**config.mk**
```make
export PLATFORM = sky130hd
export DESIGN_NAME = rtc_interrupt_enable_flags
export DESIGN_NICKNAME = d
export VERILOG_FILES = /design/src/design/rtc_irq_pkg.sv /design/src/design/rtc_interrupt_enable_flags.sv /design/src/design/pin_sync.sv /design/src/design/event_flag_cell.sv
export VERILOG_INCLUDE_DIRS = /design/src /design/src/design
export SDC_FILE = /design/constraint.sdc
export NUM_CORES = 1
export LEC_CHECK = 0
export BUFFER_PORTS_ARGS = -buffer_cell sky130_fd_sc_hd__buf_2
export CAP_MARGIN = 20
export CORE_MARGIN = 5
export CORE_UTILIZATION = 55
export CTS_CLUSTER_SIZE = 12
export DETAILED_ROUTE_END_ITERATION = 10
export PLACE_DENSITY_LB_ADDON = 0.05
export SYNTH_ARGS = -nofsm -noshare
export SYNTH_HDL_FRONTEND = slang
export SYNTH_SLANG_ARGS = --single-unit
```
**constraint.sdc**
```tcl
create_clock -name ref_clk -period 2.54 [get_ports ref_clk]
set_input_delay 0.508 -clock ref_clk [delete_from_list [all_inputs] [get_ports ref_clk]]
set_output_delay 0.508 -clock ref_clk [all_outputs]
set_load 0.02 [all_outputs]
```
**src/design/rtc_irq_consts.svh**
```systemverilog
`ifndef RTC_IRQ_CONSTS_SVH
`define RTC_IRQ_CONSTS_SVH

// ---------------------------------------------------------------
// Register offsets
// ---------------------------------------------------------------
`define RTC_FLAG_ADDR 8'h0f
`define RTC_CTRL_ADDR 8'h10

// ---------------------------------------------------------------
// Field positions; update, timer and alarm are shared by the flag and control registers
// ---------------------------------------------------------------
`define RTC_BIT_UPDATE 5
`define RTC_BIT_TIMER 4
`define RTC_BIT_ALARM 3
`define RTC_BIT_DATA_LOSS 1
`define RTC_BIT_COMP_STOP 0
`define RTC_BIT_CNT_RESET 0

// ---------------------------------------------------------------
// Reset values
// ---------------------------------------------------------------
`define RTC_RST_UPDATE 1'b0
`define RTC_RST_TIMER 1'b0
`define RTC_RST_ALARM 1'b0
`define RTC_RST_DATA_LOSS 1'b1
`define RTC_RST_COMP_STOP 1'b1
`define RTC_RST_ENABLE 1'b0
`define RTC_RST_CNT_RESET 1'b0

// ---------------------------------------------------------------
// Timing
// ---------------------------------------------------------------
`define RTC_CLK_MHZ 200
`define RTC_AUTO_RELEASE_US 7800
`define RTC_RELEASE_CNT_W 21

`endif

```
**src/design/rtc_irq_pkg.sv**
```systemverilog
package rtc_irq_pkg;

`include "rtc_irq_consts.svh"

  // Register port request, one cycle per access.
  typedef struct packed {
    logic [7:0] addr;
    logic [7:0] wdata;
    logic wr;
    logic rd;
  } bus_req_t;

  // Single-cycle event pulses from the clock, timer and monitor logic.
  typedef struct packed {
    logic update;
    logic timer;
    logic alarm;
    logic dataLoss;
    logic compStop;
  } events_t;

  typedef struct packed {
    logic stage1;
    logic stage2;
  } sync_state_t;

  typedef struct packed {
    logic flag;
  } flag_state_t;

  typedef struct packed {
    logic updateIrqEnable;
    logic timerIrqEnable;
    logic alarmIrqEnable;
    logic counterReset;
    logic updateActive;
    logic timerActive;
    logic alarmActive;
    logic [`RTC_RELEASE_CNT_W-1:0] updateCount;
    logic [`RTC_RELEASE_CNT_W-1:0] timerCount;
    logic irqDrive;
    logic [7:0] rdData;
  } ctrl_state_t;

endpackage

```
**src/design/rtc_interrupt_enable_flags.sv**
```systemverilog
`timescale 1ns/10ps
`include "rtc_irq_consts.svh"

module rtc_interrupt_enable_flags #(
  parameter int unsigned RELEASE_CYCLES = `RTC_AUTO_RELEASE_US * `RTC_CLK_MHZ
) (
  // Clock and reset
  input wire logic ref_clk,
  input wire logic rst_n,
  // Register port
  input wire rtc_irq_pkg::bus_req_t busReq,
  output logic [7:0] rdData,
  // Event sources
  input wire rtc_irq_pkg::events_t events,
  // Serial chip enable pin
  input wire logic chipEnable,
  // Clock counter control
  output logic counterReset,
  // Open-drain interrupt pin
  output logic irqOut,
  output logic irqOe
);

  localparam int CW = `RTC_RELEASE_CNT_W;
  localparam logic [CW-1:0] RELOAD = CW'(RELEASE_CYCLES - 1);

  rtc_irq_pkg::ctrl_state_t state;
  rtc_irq_pkg::ctrl_state_t next_state;

  logic ceSync;
  logic flagWrite;
  logic ctrlWrite;
  logic updateFlag;
  logic timerFlag;
  logic alarmFlag;
  logic dataLossFlag;
  logic compStopFlag;
  logic updateRise;
  logic timerRise;
  logic alarmRise;
  logic [7:0] flagImage;
  logic [7:0] ctrlImage;

  // ---------------------------------------------------------------
  // Chip enable synchroniser
  // ---------------------------------------------------------------
  pin_sync u_ce_sync (
    .ref_clk(ref_clk),
    .rst_n(rst_n),
    .pinIn(chipEnable),
    .syncOut(ceSync)
  );

  // ---------------------------------------------------------------
  // Address decode
  // ---------------------------------------------------------------
  assign flagWrite = busReq.wr && (busReq.addr == `RTC_FLAG_ADDR);
  assign ctrlWrite = busReq.wr && (busReq.addr == `RTC_CTRL_ADDR);

  // ---------------------------------------------------------------
  // Event flags
  // ---------------------------------------------------------------
  event_flag_cell #(
    .RESET_VALUE(`RTC_RST_UPDATE)
  ) u_update_flag (
    .ref_clk(ref_clk),
    .rst_n(rst_n),
    .setEvent(events.update),
    .clearWrite(flagWrite && !busReq.wdata[`RTC_BIT_UPDATE]),
    .flag(updateFlag),
    .rise(updateRise)
  );

  event_flag_cell #(
    .RESET_VALUE(`RTC_RST_TIMER)
  ) u_timer_flag (
    .ref_clk(ref_clk),
    .rst_n(rst_n),
    .setEvent(events.timer),
    .clearWrite(flagWrite && !busReq.wdata[`RTC_BIT_TIMER]),
    .flag(timerFlag),
    .rise(timerRise)
  );

  event_flag_cell #(
    .RESET_VALUE(`RTC_RST_ALARM)
  ) u_alarm_flag (
    .ref_clk(ref_clk),
    .rst_n(rst_n),
    .setEvent(events.alarm),
    .clearWrite(flagWrite && !busReq.wdata[`RTC_BIT_ALARM]),
    .flag(alarmFlag),
    .rise(alarmRise)
  );

  // Power-up leaves this flag at one so software knows to reinitialise.
  event_flag_cell #(
    .RESET_VALUE(`RTC_RST_DATA_LOSS)
  ) u_data_loss_flag (
    .ref_clk(ref_clk),
    .rst_n(rst_n),
    .setEvent(events.dataLoss),
    .clearWrite(flagWrite && !busReq.wdata[`RTC_BIT_DATA_LOSS]),
    .flag(dataLossFlag),
    .rise()
  );

  event_flag_cell #(
    .RESET_VALUE(`RTC_RST_COMP_STOP)
  ) u_comp_stop_flag (
    .ref_clk(ref_clk),
    .rst_n(rst_n),
    .setEvent(events.compStop),
    .clearWrite(flagWrite && !busReq.wdata[`RTC_BIT_COMP_STOP]),
    .flag(compStopFlag),
    .rise()
  );

  // ---------------------------------------------------------------
  // Register images
  // ---------------------------------------------------------------
  always_comb begin
    flagImage = 8'h00;
    flagImage[`RTC_BIT_UPDATE] = updateFlag;
    flagImage[`RTC_BIT_TIMER] = timerFlag;
    flagImage[`RTC_BIT_ALARM] = alarmFlag;
    flagImage[`RTC_BIT_DATA_LOSS] = dataLossFlag;
    flagImage[`RTC_BIT_COMP_STOP] = compStopFlag;
  end

  always_comb begin
    ctrlImage = 8'h00;
    ctrlImage[`RTC_BIT_UPDATE] = state.updateIrqEnable;
    ctrlImage[`RTC_BIT_TIMER] = state.timerIrqEnable;
    ctrlImage[`RTC_BIT_ALARM] = state.alarmIrqEnable;
    ctrlImage[`RTC_BIT_CNT_RESET] = state.counterReset;
  end

  // ---------------------------------------------------------------
  // Next state
  // ---------------------------------------------------------------
  always_comb begin
    next_state = state;

    // Control register writes.
    if (ctrlWrite) begin
      next_state.updateIrqEnable = busReq.wdata[`RTC_BIT_UPDATE];
      next_state.timerIrqEnable = busReq.wdata[`RTC_BIT_TIMER];
      next_state.alarmIrqEnable = busReq.wdata[`RTC_BIT_ALARM];
    end

    // Counter reset is set by software and released once the chip
    // enable pin has gone low; a new write of one wins over release.
    if (ctrlWrite && busReq.wdata[`RTC_BIT_CNT_RESET]) begin
      next_state.counterReset = 1'b1;
    end else if (!ceSync) begin
      next_state.counterReset = 1'b0;
    end

    // Update source: timed release after the fixed interval.
    if (updateRise && state.updateIrqEnable) begin
      next_state.updateActive = 1'b1;
      next_state.updateCount = RELOAD;
    end else if (state.updateActive) begin
      if (state.updateCount == '0) begin
        next_state.updateActive = 1'b0;
      end else begin
        next_state.updateCount = state.updateCount - CW'(1);
      end
    end
    if (!next_state.updateIrqEnable) begin
      next_state.updateActive = 1'b0;
    end

    // Timer source: timed release, cancelled by its enable.
    if (timerRise && state.timerIrqEnable) begin
      next_state.timerActive = 1'b1;
      next_state.timerCount = RELOAD;
    end else if (state.timerActive) begin
      if (state.timerCount == '0) begin
        next_state.timerActive = 1'b0;
      end else begin
        next_state.timerCount = state.timerCount - CW'(1);
      end
    end
    if (!next_state.timerIrqEnable) begin
      next_state.timerActive = 1'b0;
    end

    // Alarm source: held until the alarm flag is cleared.
    if (alarmRise && state.alarmIrqEnable) begin
      next_state.alarmActive = 1'b1;
    end else if (!alarmFlag) begin
      next_state.alarmActive = 1'b0;
    end
    if (!next_state.alarmIrqEnable) begin
      next_state.alarmActive = 1'b0;
    end

    // With all enables at zero the pin never drives.
    next_state.irqDrive = next_state.updateActive | next_state.timerActive
                          | next_state.alarmActive;

    // Read data stand for exactly one cycle after the read strobe.
    next_state.rdData = 8'h00;
    if (busReq.rd) begin
      if (busReq.addr == `RTC_FLAG_ADDR) begin
        next_state.rdData = flagImage;
      end else if (busReq.addr == `RTC_CTRL_ADDR) begin
        next_state.rdData = ctrlImage;
      end
    end
  end

  // ---------------------------------------------------------------
  // State register
  // ---------------------------------------------------------------
  always_ff @(posedge ref_clk or negedge rst_n) begin
    if (!rst_n) begin
      state <= '0;
      state.updateIrqEnable <= `RTC_RST_ENABLE;
      state.timerIrqEnable <= `RTC_RST_ENABLE;
      state.alarmIrqEnable <= `RTC_RST_ENABLE;
      state.counterReset <= `RTC_RST_CNT_RESET;
    end else begin
      state <= next_state;
    end
  end

  // ---------------------------------------------------------------
  // Outputs
  // ---------------------------------------------------------------
  assign rdData = state.rdData;
  assign counterReset = state.counterReset;
  assign irqOut = 1'b0;
  assign irqOe = state.irqDrive;

endmodule

```
**src/design/pin_sync.sv**
```systemverilog
`timescale 1ns/10ps

module pin_sync (
  // Clock and reset
  input wire logic ref_clk,
  input wire logic rst_n,
  // Pin and synchronised level
  input wire logic pinIn,
  output logic syncOut
);

  rtc_irq_pkg::sync_state_t state;
  rtc_irq_pkg::sync_state_t next_state;

  always_comb begin
    next_state.stage1 = pinIn;
    next_state.stage2 = state.stage1;
  end

  always_ff @(posedge ref_clk or negedge rst_n) begin
    if (!rst_n) begin
      state <= '0;
    end else begin
      state <= next_state;
    end
  end

  assign syncOut = state.stage2;

endmodule

```
**src/design/event_flag_cell.sv**
```systemverilog
`timescale 1ns/10ps

module event_flag_cell #(
  parameter logic RESET_VALUE = 1'b0
) (
  // Clock and reset
  input wire logic ref_clk,
  input wire logic rst_n,
  // Set by hardware, cleared by a zero written from software
  input wire logic setEvent,
  input wire logic clearWrite,
  // Flag and its 0 to 1 transition
  output logic flag,
  output logic rise
);

  rtc_irq_pkg::flag_state_t state;
  rtc_irq_pkg::flag_state_t next_state;

  // A set in the same cycle as a clear wins, so no event is lost.
  always_comb begin
    next_state = state;
    if (setEvent) begin
      next_state.flag = 1'b1;
    end else if (clearWrite) begin
      next_state.flag = 1'b0;
    end
  end

  always_ff @(posedge ref_clk or negedge rst_n) begin
    if (!rst_n) begin
      state.flag <= RESET_VALUE;
    end else begin
      state <= next_state;
    end
  end

  assign flag = state.flag;
  assign rise = setEvent & ~state.flag;

endmodule

```
## Word-level counts from Yosys, hierarchy flattened

Index checks and enable logic that the tools add are counted.

- Multiplexer cells: 33
- Bitwise logic cells: 8
- Reduce and logical (&&, ||, !) cells: 27
- Add/subtract/negate cells: 2
- Eq/ne operators: 5

Operators by type and width:

| cell | count |
|---|---|
| 21-bit two-way mux | 6 |
| 21-bit zero test | 2 |
| 21-bit by 1-bit subtractor with 21-bit output, second input constant | 2 |
| 1-bit two-way mux | 23 |
| 6-bit two-way mux | 3 |
| 2-bit nonzero test | 7 |
| 1-bit logical AND | 11 |
| 8-bit by 4-bit == test with 1-bit output, second input constant | 1 |
| 8-bit by 5-bit == test with 1-bit output, second input constant | 1 |
| 2-bit != test, second input constant | 3 |
| 1-bit zero test | 5 |
| 2-bit AND reduction | 2 |
| 1-bit AND | 3 |
| 3-bit two-way mux | 1 |
| 1-bit NOT | 3 |
| 1-bit OR | 2 |

- Register bits: 65
- Output and inout port bits: 11

## Depth between registers and ports, before layout

Gate-level depths: netlist of the first run.

- Depth in word-level cells: 7
- Gate-level depth with buffers: 8

## Cells and area by module

Synthesis of the first run repeated with hierarchy kept, for this count alone.

- Cells, all modules: 319
- Area total of the unflattened synthesis: 3256.9 µm²

By module, submodules not included:

| module | times used | area an instance (µm²) | cells an instance |
|---|---|---|---|
| rtc_interrupt_enable_flags | 1 | 2991.6 | 297 |
| event_flag_cell (u_alarm_flag ...) | 3 | 42.5 | 4 |
| event_flag_cell (u_comp_stop_flag ...) | 2 | 43.8 | 4 |
| pin_sync | 1 | 50.0 | 2 |

## Worst setup path after synthesis of the first run

OpenSTA, ideal clock, no wires.

- Path type: reg-to-reg
- Start point: register state[13] in the netlist's numbering
- End point: register state, in the netlist irqOe
- Library setup time: 131 ps
- Required time: 2409 ps
- Data arrival time: 2080 ps
- Slack: 329 ps
- Cell stages (with the launch flop): 7
- Buffers on the path: 1
- Clock period less this slack: 2211 ps
- Path through: dfrtp_1 -> or4_4 -> buf_6 -> or4_4 -> o21ai_4 -> a21boi_2 -> or3_1

RTL lines:

| item | line | RTL |
|---|---|---|
| start, declared | rtc_interrupt_enable_flags.sv:27 | `rtc_irq_pkg::ctrl_state_t state;` |
| start signal, assigned | rtc_interrupt_enable_flags.sv:226 | `state <= next_state;` |

==> metrics, run 1 <==
static leakage=1.350 nW; R2R Setup Slk=0.16 ns; share of cells above drive strength 1=20.29%; IO Count=37; area grow syn2layout=12.32%; Final nets=370; Post-synth EDFFs=0; cts-stage hold buffer count=0; Syn Std Cell Area=3159 sq um; length of the first detailed-routing pass in iterations=4; core area=5540 sq um; Site Rows=27; top_reg_cell synth=dfrtp_1; cts bufs inserted=9; DP HPWL=4.072 mm; Resized cells post-CTS=0; Commonest cells post-synth=dfrtp_1 (60), nand2_1 (28), nor2_1 (23); # DRC=0; Filler cells=471; ANT cells=0; postcts setup bufs=0; Root Buffer=clkbuf_8; worst path arrival time=2.60 ns; total power=between 1.5 and 2 mW; post-synth top area cell=dfrtp_1; Sink Count=62; CP Launch Type=flop; clk slew on worst S/H paths=0.08 ns; hold_ws=roughly 0.15 ns; top-count cell post-synth=dfrtp_1; Initial Utilization=57.02%; TritonCTS clock tree=built; initial antenna violation count=0; maximum VDD drop=356.3 uV; top cell type's share of synthesized area=47.52%; element type at the critical path end=flop; 1st-iter DRT viols=97; die width=85.79 microns; Unique masters post-synth=51; RR Endpoint=irqOe; crit path kind=reg -> reg; status=finished clean; Worst slew margin=63.82%; GRT Total Usage=between 10% and 20%; final hold vios=0; ys async rst share=100.0%; vias in the first global route=between 2000 and 2500; Setup-failing EPs final=0; worst r2r src=state[19]; Worst Path Required=about 2.8 ns; final setup skew=around 0.0074 ns; Total Routed Length=around 6.0 mm; Mapped Cells=308; grt ovf=0; top cells by area, synth=dfrtp_1 (48%), xor2_1 (6.1%), o211ai_1 (3.8%); RSZ-0062 raised after global routing=false; Wirelength per Cell=14.40 microns; Worst Setup EP=irqOe; routability cong.=0.7566; register area share after synthesis=between 40% and 50%; reg2reg path depth=5; Synth Warn #=0; fin crit share=93.53%; mean area per synthesized cell=10.26 sq um; max-slew violations=0; port bufs=29; CTS H-tree lvls=3; largest net degree at the start of global routing=41; drt via density=about 5.6; worst slew pin tran=0.5427 ns; Pwr per Cell Area=about 520 nW/um^2; Longest Clk Path Bufs=2; Clock Latency Late Sink=0.34 ns; Synth Register Bits=62; die height=85.79 microns; Worst Path Max Fanout=11; vias=2323; minimum clock period=2.376 ns; Tightest Hold Check Type=in -> async; first-pass GRT wire length=10.39 mm; ANT nets after route=0; FMAX=420.9 MHz; setup TNS=0 ns; CP startpoint=state[19]; DIE AREA=7360 sq um; maxcap violations=0
[cell type report]
type / count / area, sq um / share of cell area (%)
sequential: 62 / 1554 / 43.79
multi-input combinational: 218 / 1451 / 40.90
timing repair buffer: 39 / 232.7 / 6.559
clock buffer: 9 / 123.9 / 3.491
tap: 72 / 90.09 / 2.539
clock inverter: 7 / 58.81 / 1.657
inverter: 10 / 37.54 / 1.058
[state kept, by name (all words and copies together), names as in the netlist]
name                   count
u_alarm_flag.flag          1
counterReset               1
u_timer_flag.flag          1
u_ce_sync.next_state       1
ctrlImage                  3
irqOe                      1
u_ce_sync.syncOut          1
state                     45
u_comp_stop_flag.flag      1
u_update_flag.flag         1
rdData                     5
u_data_loss_flag.flag      1
[worst max-delay path: stages (launching register included)]
cell      delay [ns]
dfrtp_1         0.41
or4_1           0.58
or4_4           0.61
o21ai_4         0.25
a21boi_2        0.08
or3_1           0.32
[stage by stage]
step / util, % / cells / cell area (sq um) / setup slack, ns
floorplan: - / 311 / 3171 / 0.3291
global placement: 60.75 / 401 / 3366 / 0.1722
detailed placement: 60.75 / 401 / 3366 / 0.1444
CTS: 64.05 / 417 / 3548 / 0.1604
global route: 64.05 / 417 / 3548 / 0.09220
finish: 64.05 / 417 / 3548 / 0.1644
[layout by cell type, fill, tap and decap left out, drive strengths merged, types with 10 or more instances in the layout]
cell type  netlist  layout
inv             10      12
dfrtp           60      60
o211ai          16      16
nor2            23      23
xor2            22      22
nand2           28      28
nand3           10      10
buf             13      39
o21ai           18      18
[cell families (layout without fill, tap and decap cells)]
group	count (synthesis)	count (layout)	synth area share, %
buffers and inverters	31	65	5.228
xor gates and xnor gates	31	31	8.594
other	1	4	0.1187
and+or+nand+nor	125	125	22.57
DFF	62	62	49.19
muxes	3	3	1.069
AOI/OAI and AO/OA	51	51	11.64
adders and majority gates	4	4	1.584
[worst min-delay path by stage]
stage	startpoint	to	depth (start not counted)
2_1_floorplan	rst_n	counterReset	0
3_3_place_gp	u_ce_sync.next_state[0]	u_ce_sync.syncOut	0
3_5_place_dp	u_ce_sync.next_state[0]	u_ce_sync.syncOut	0
4_1_cts	rst_n	state[32]	1
5_1_grt	rst_n	state[32]	1
6_report	rst_n	state[18]	1
[power breakdown]
| group | internal, mW | switching, mW | total (mW) |
|---|---|---|---|
| combinational | 0.0203 | 0.0349 | 0.0552 |
| sequential | 0.991 | 0.00340 | 0.995 |
| clock | 0.365 | 0.425 | 0.790 |
[metal layers]
metal  up-vias  share of wire (%)  global-route usage [%]
met2        54                 44                   26.84
met3         7                5.1                   6.148
li1       1146                  -                       -
met4         0               0.98                   4.317
met1      1116                 50                   24.88
met5         -                  0                       0
No activity file was read; power rests on OpenSTA's default activity.
==> inputs of run 2 (changes only) <==
--- a/config.mk
+++ b/config.mk
@@ -10,6 +10,7 @@
 export CAP_MARGIN = 20
 export CORE_MARGIN = 5
 export CORE_UTILIZATION = 55
+export CTS_BUF_LIST = sky130_fd_sc_hd__clkbuf_2
 export CTS_CLUSTER_SIZE = 12
 export DETAILED_ROUTE_END_ITERATION = 10
 export PLACE_DENSITY_LB_ADDON = 0.05
==> run 2 against run 1 <==
Count of clock-buffer cells in the layout stayed put. Via count is 0.13% lower. Final cell count is 0.24% higher. Final area is 1.9% lower. Sequential power hardly changed. Hold slack worse by 0.050 ns. Clock skew is 0.011 ns higher. Clock power is 31% lower. Combinational power is 2% higher. Critical path type unchanged. Highest routed layer unchanged.
==> metrics, run 2 (synthesis results as in run 1) <==
status=finished clean; DIE AREA=7360 sq um (unchanged); fin crit share=93.83% (+0.30 points); final hold vios=0 (unchanged); DP HPWL=4.072 mm (unchanged); R2R Setup Slk=0.16 ns (about the same); Root Buffer=clkbuf_2; worst path arrival time=2.78 ns (+0.18 ns); final std cells w/o fill=418 (+0.24%); Wirelength per Cell=14.34 microns (-0.42%); hold_ws=0.09896 ns (-0.04953 ns); maximum VDD drop=295.7 uV (-17%); first-pass GRT wire length=10.45 mm (+0.60%); CTS H-tree lvls=3 (unchanged); placed inst area=3366 sq um (unchanged); FMAX=419.6 MHz (-0.32%); area grow syn2layout=10.14%; RR Endpoint=irqOe; Final nets=371 (+0.27%); die height=85.79 microns (unchanged); die width=85.79 microns (unchanged); maxcap violations=0 (unchanged); Worst Path Required=2.94 ns (+0.18 ns); GRT Total Usage=18.08% (+0.24 points); core area=5540 sq um (unchanged); Initial Utilization=57.02% (unchanged); hold depth=1; Tightest Hold Check Type=in -> reg; RSZ-0062 raised after global routing=false; IO Count=37 (unchanged); drt via density=5.550 (-0.37%); routability cong.=0.7566 (unchanged); Worst Path Max Fanout=11 (unchanged); setup ws final=0.1568 ns (-0.007616 ns); CP Launch Type=flop; max-slew violations=0 (unchanged); element type at the critical path end=flop; worst r2r src=state[19]; worst hold start=chipEnable; Setup-failing EPs final=0 (unchanged); Worst slew margin=63.46% (-0.36 points); worst slack, placed=0.1444 ns (unchanged); TritonCTS clock tree=built; initial antenna violation count=0 (unchanged); final setup skew=0.01841 ns (+0.01104 ns); cts bufs inserted=9 (unchanged); # DRC=0 (unchanged); length of the first detailed-routing pass in iterations=4 (unchanged); largest net degree at the start of global routing=41 (unchanged); clk slew on worst S/H paths=0.20 ns (+0.12 ns); Top reg by flops=state; crit path kind=reg -> reg; Pwr per Cell Area=458.6 nW/um^2 (-12%); Finished Cell Area=3480 sq um (-1.9%); fin util=62.80% (-1.2 points); Clock Latency Late Sink=0.49 ns (+0.15 ns); vias in the first global route=2264 (+1.3%); setup TNS=0 ns (unchanged); Worst Hold End=u_ce_sync.next_state[0]; Filler cells=484 (+2.8%); ANT nets after route=0 (unchanged); most frequent cells in the layout=dfrtp_1 (60), buf_2 (29), nand2_1 (28), nor2_1 (23), xor2_1 (22); static leakage=1.327 nW (-1.7%); worst slew pin tran=0.5481 ns (+0.005431 ns); commonest non-fill, non-tap cell in the layout=dfrtp_1; grt ovf=0 (unchanged); Longest Clk Path Bufs=2 (unchanged); total power=1.596 mW (-13%); max FFs per register=45 (unchanged); postcts setup bufs=0 (unchanged); reg2reg path depth=5 (unchanged); placed cells=401 (unchanged); Total Routed Length=5.993 mm (-0.18%); 1st-iter DRT viols=105 (+8.2%); ANT cells=0 (unchanged); Sink Count=62 (unchanged); share of cells above drive strength 1=20.23% (-0.059 points); vias=2320 (-0.13%); port bufs=29 (unchanged); Site Rows=27 (unchanged); minimum clock period=2.383 ns (+0.007616 ns)
==> run 2: cell count changes in the layout (fill, tap and decap cells not counted) <==
| cell | delta |
|---|---|
| clkbuf_2 | +9 |
| clkbuf_8 | -9 |
| dlygate4sd3_1 | +1 |
==> run 2: cell type report <==
cell class                 count  area, sq um  share of cell area, %
tap                           72        90.09                  2.589
timing repair buffer          40        242.7                  6.976
clock buffer                   9        45.04                  1.294
inverter                      10        37.54                  1.079
multi-input combinational    218         1451                  41.71
clock inverter                 7        58.81                  1.690
sequential                    62         1554                  44.66
==> run 2: worst max-delay path by stage <==
stage,cells after the start,from,endpoint,slack [ns]
6_report,5,state[19],irqOe,0.16
5_1_grt,6,state[28],state[18],0.05
4_1_cts,5,state[21],irqOe,0.16
3_5_place_dp,6,busReq[10],irqOe,0.14
3_3_place_gp,6,busReq[10],irqOe,0.17
2_1_floorplan,6,state[13],irqOe,0.33
==> run 2: power by group <==
group	internal [mW]	total, mW	switching (mW)
Clock	0.140	0.543	0.403
Sequential	0.993	0.996	0.00340
Combinational	0.0213	0.0563	0.0350
==> run 2: repair_timing <==
action | in CTS | in global routing
hold endpoints to repair | 22 | 0
gates resized for setup | 0 | 0
hold buffers | 1 | 0
==> run 2: critical path: stages, from the launching register on <==
cell and delay, ns:
dfrtp_1 0.45, or4_1 0.58, or4_4 0.61, o21ai_4 0.25, a21boi_2 0.08, or3_1 0.32
==> run 2: per-layer routing <==
metal	vias to the layer above	part of all wire, %	wire length [microns]	track usage, %
li1	1147	-	-	-
met3	4	4.9	296	6.148
met5	-	0	0	0
met2	49	44	2666	26.98
met4	0	0.57	34	5.612
met1	1120	50	2996	24.94
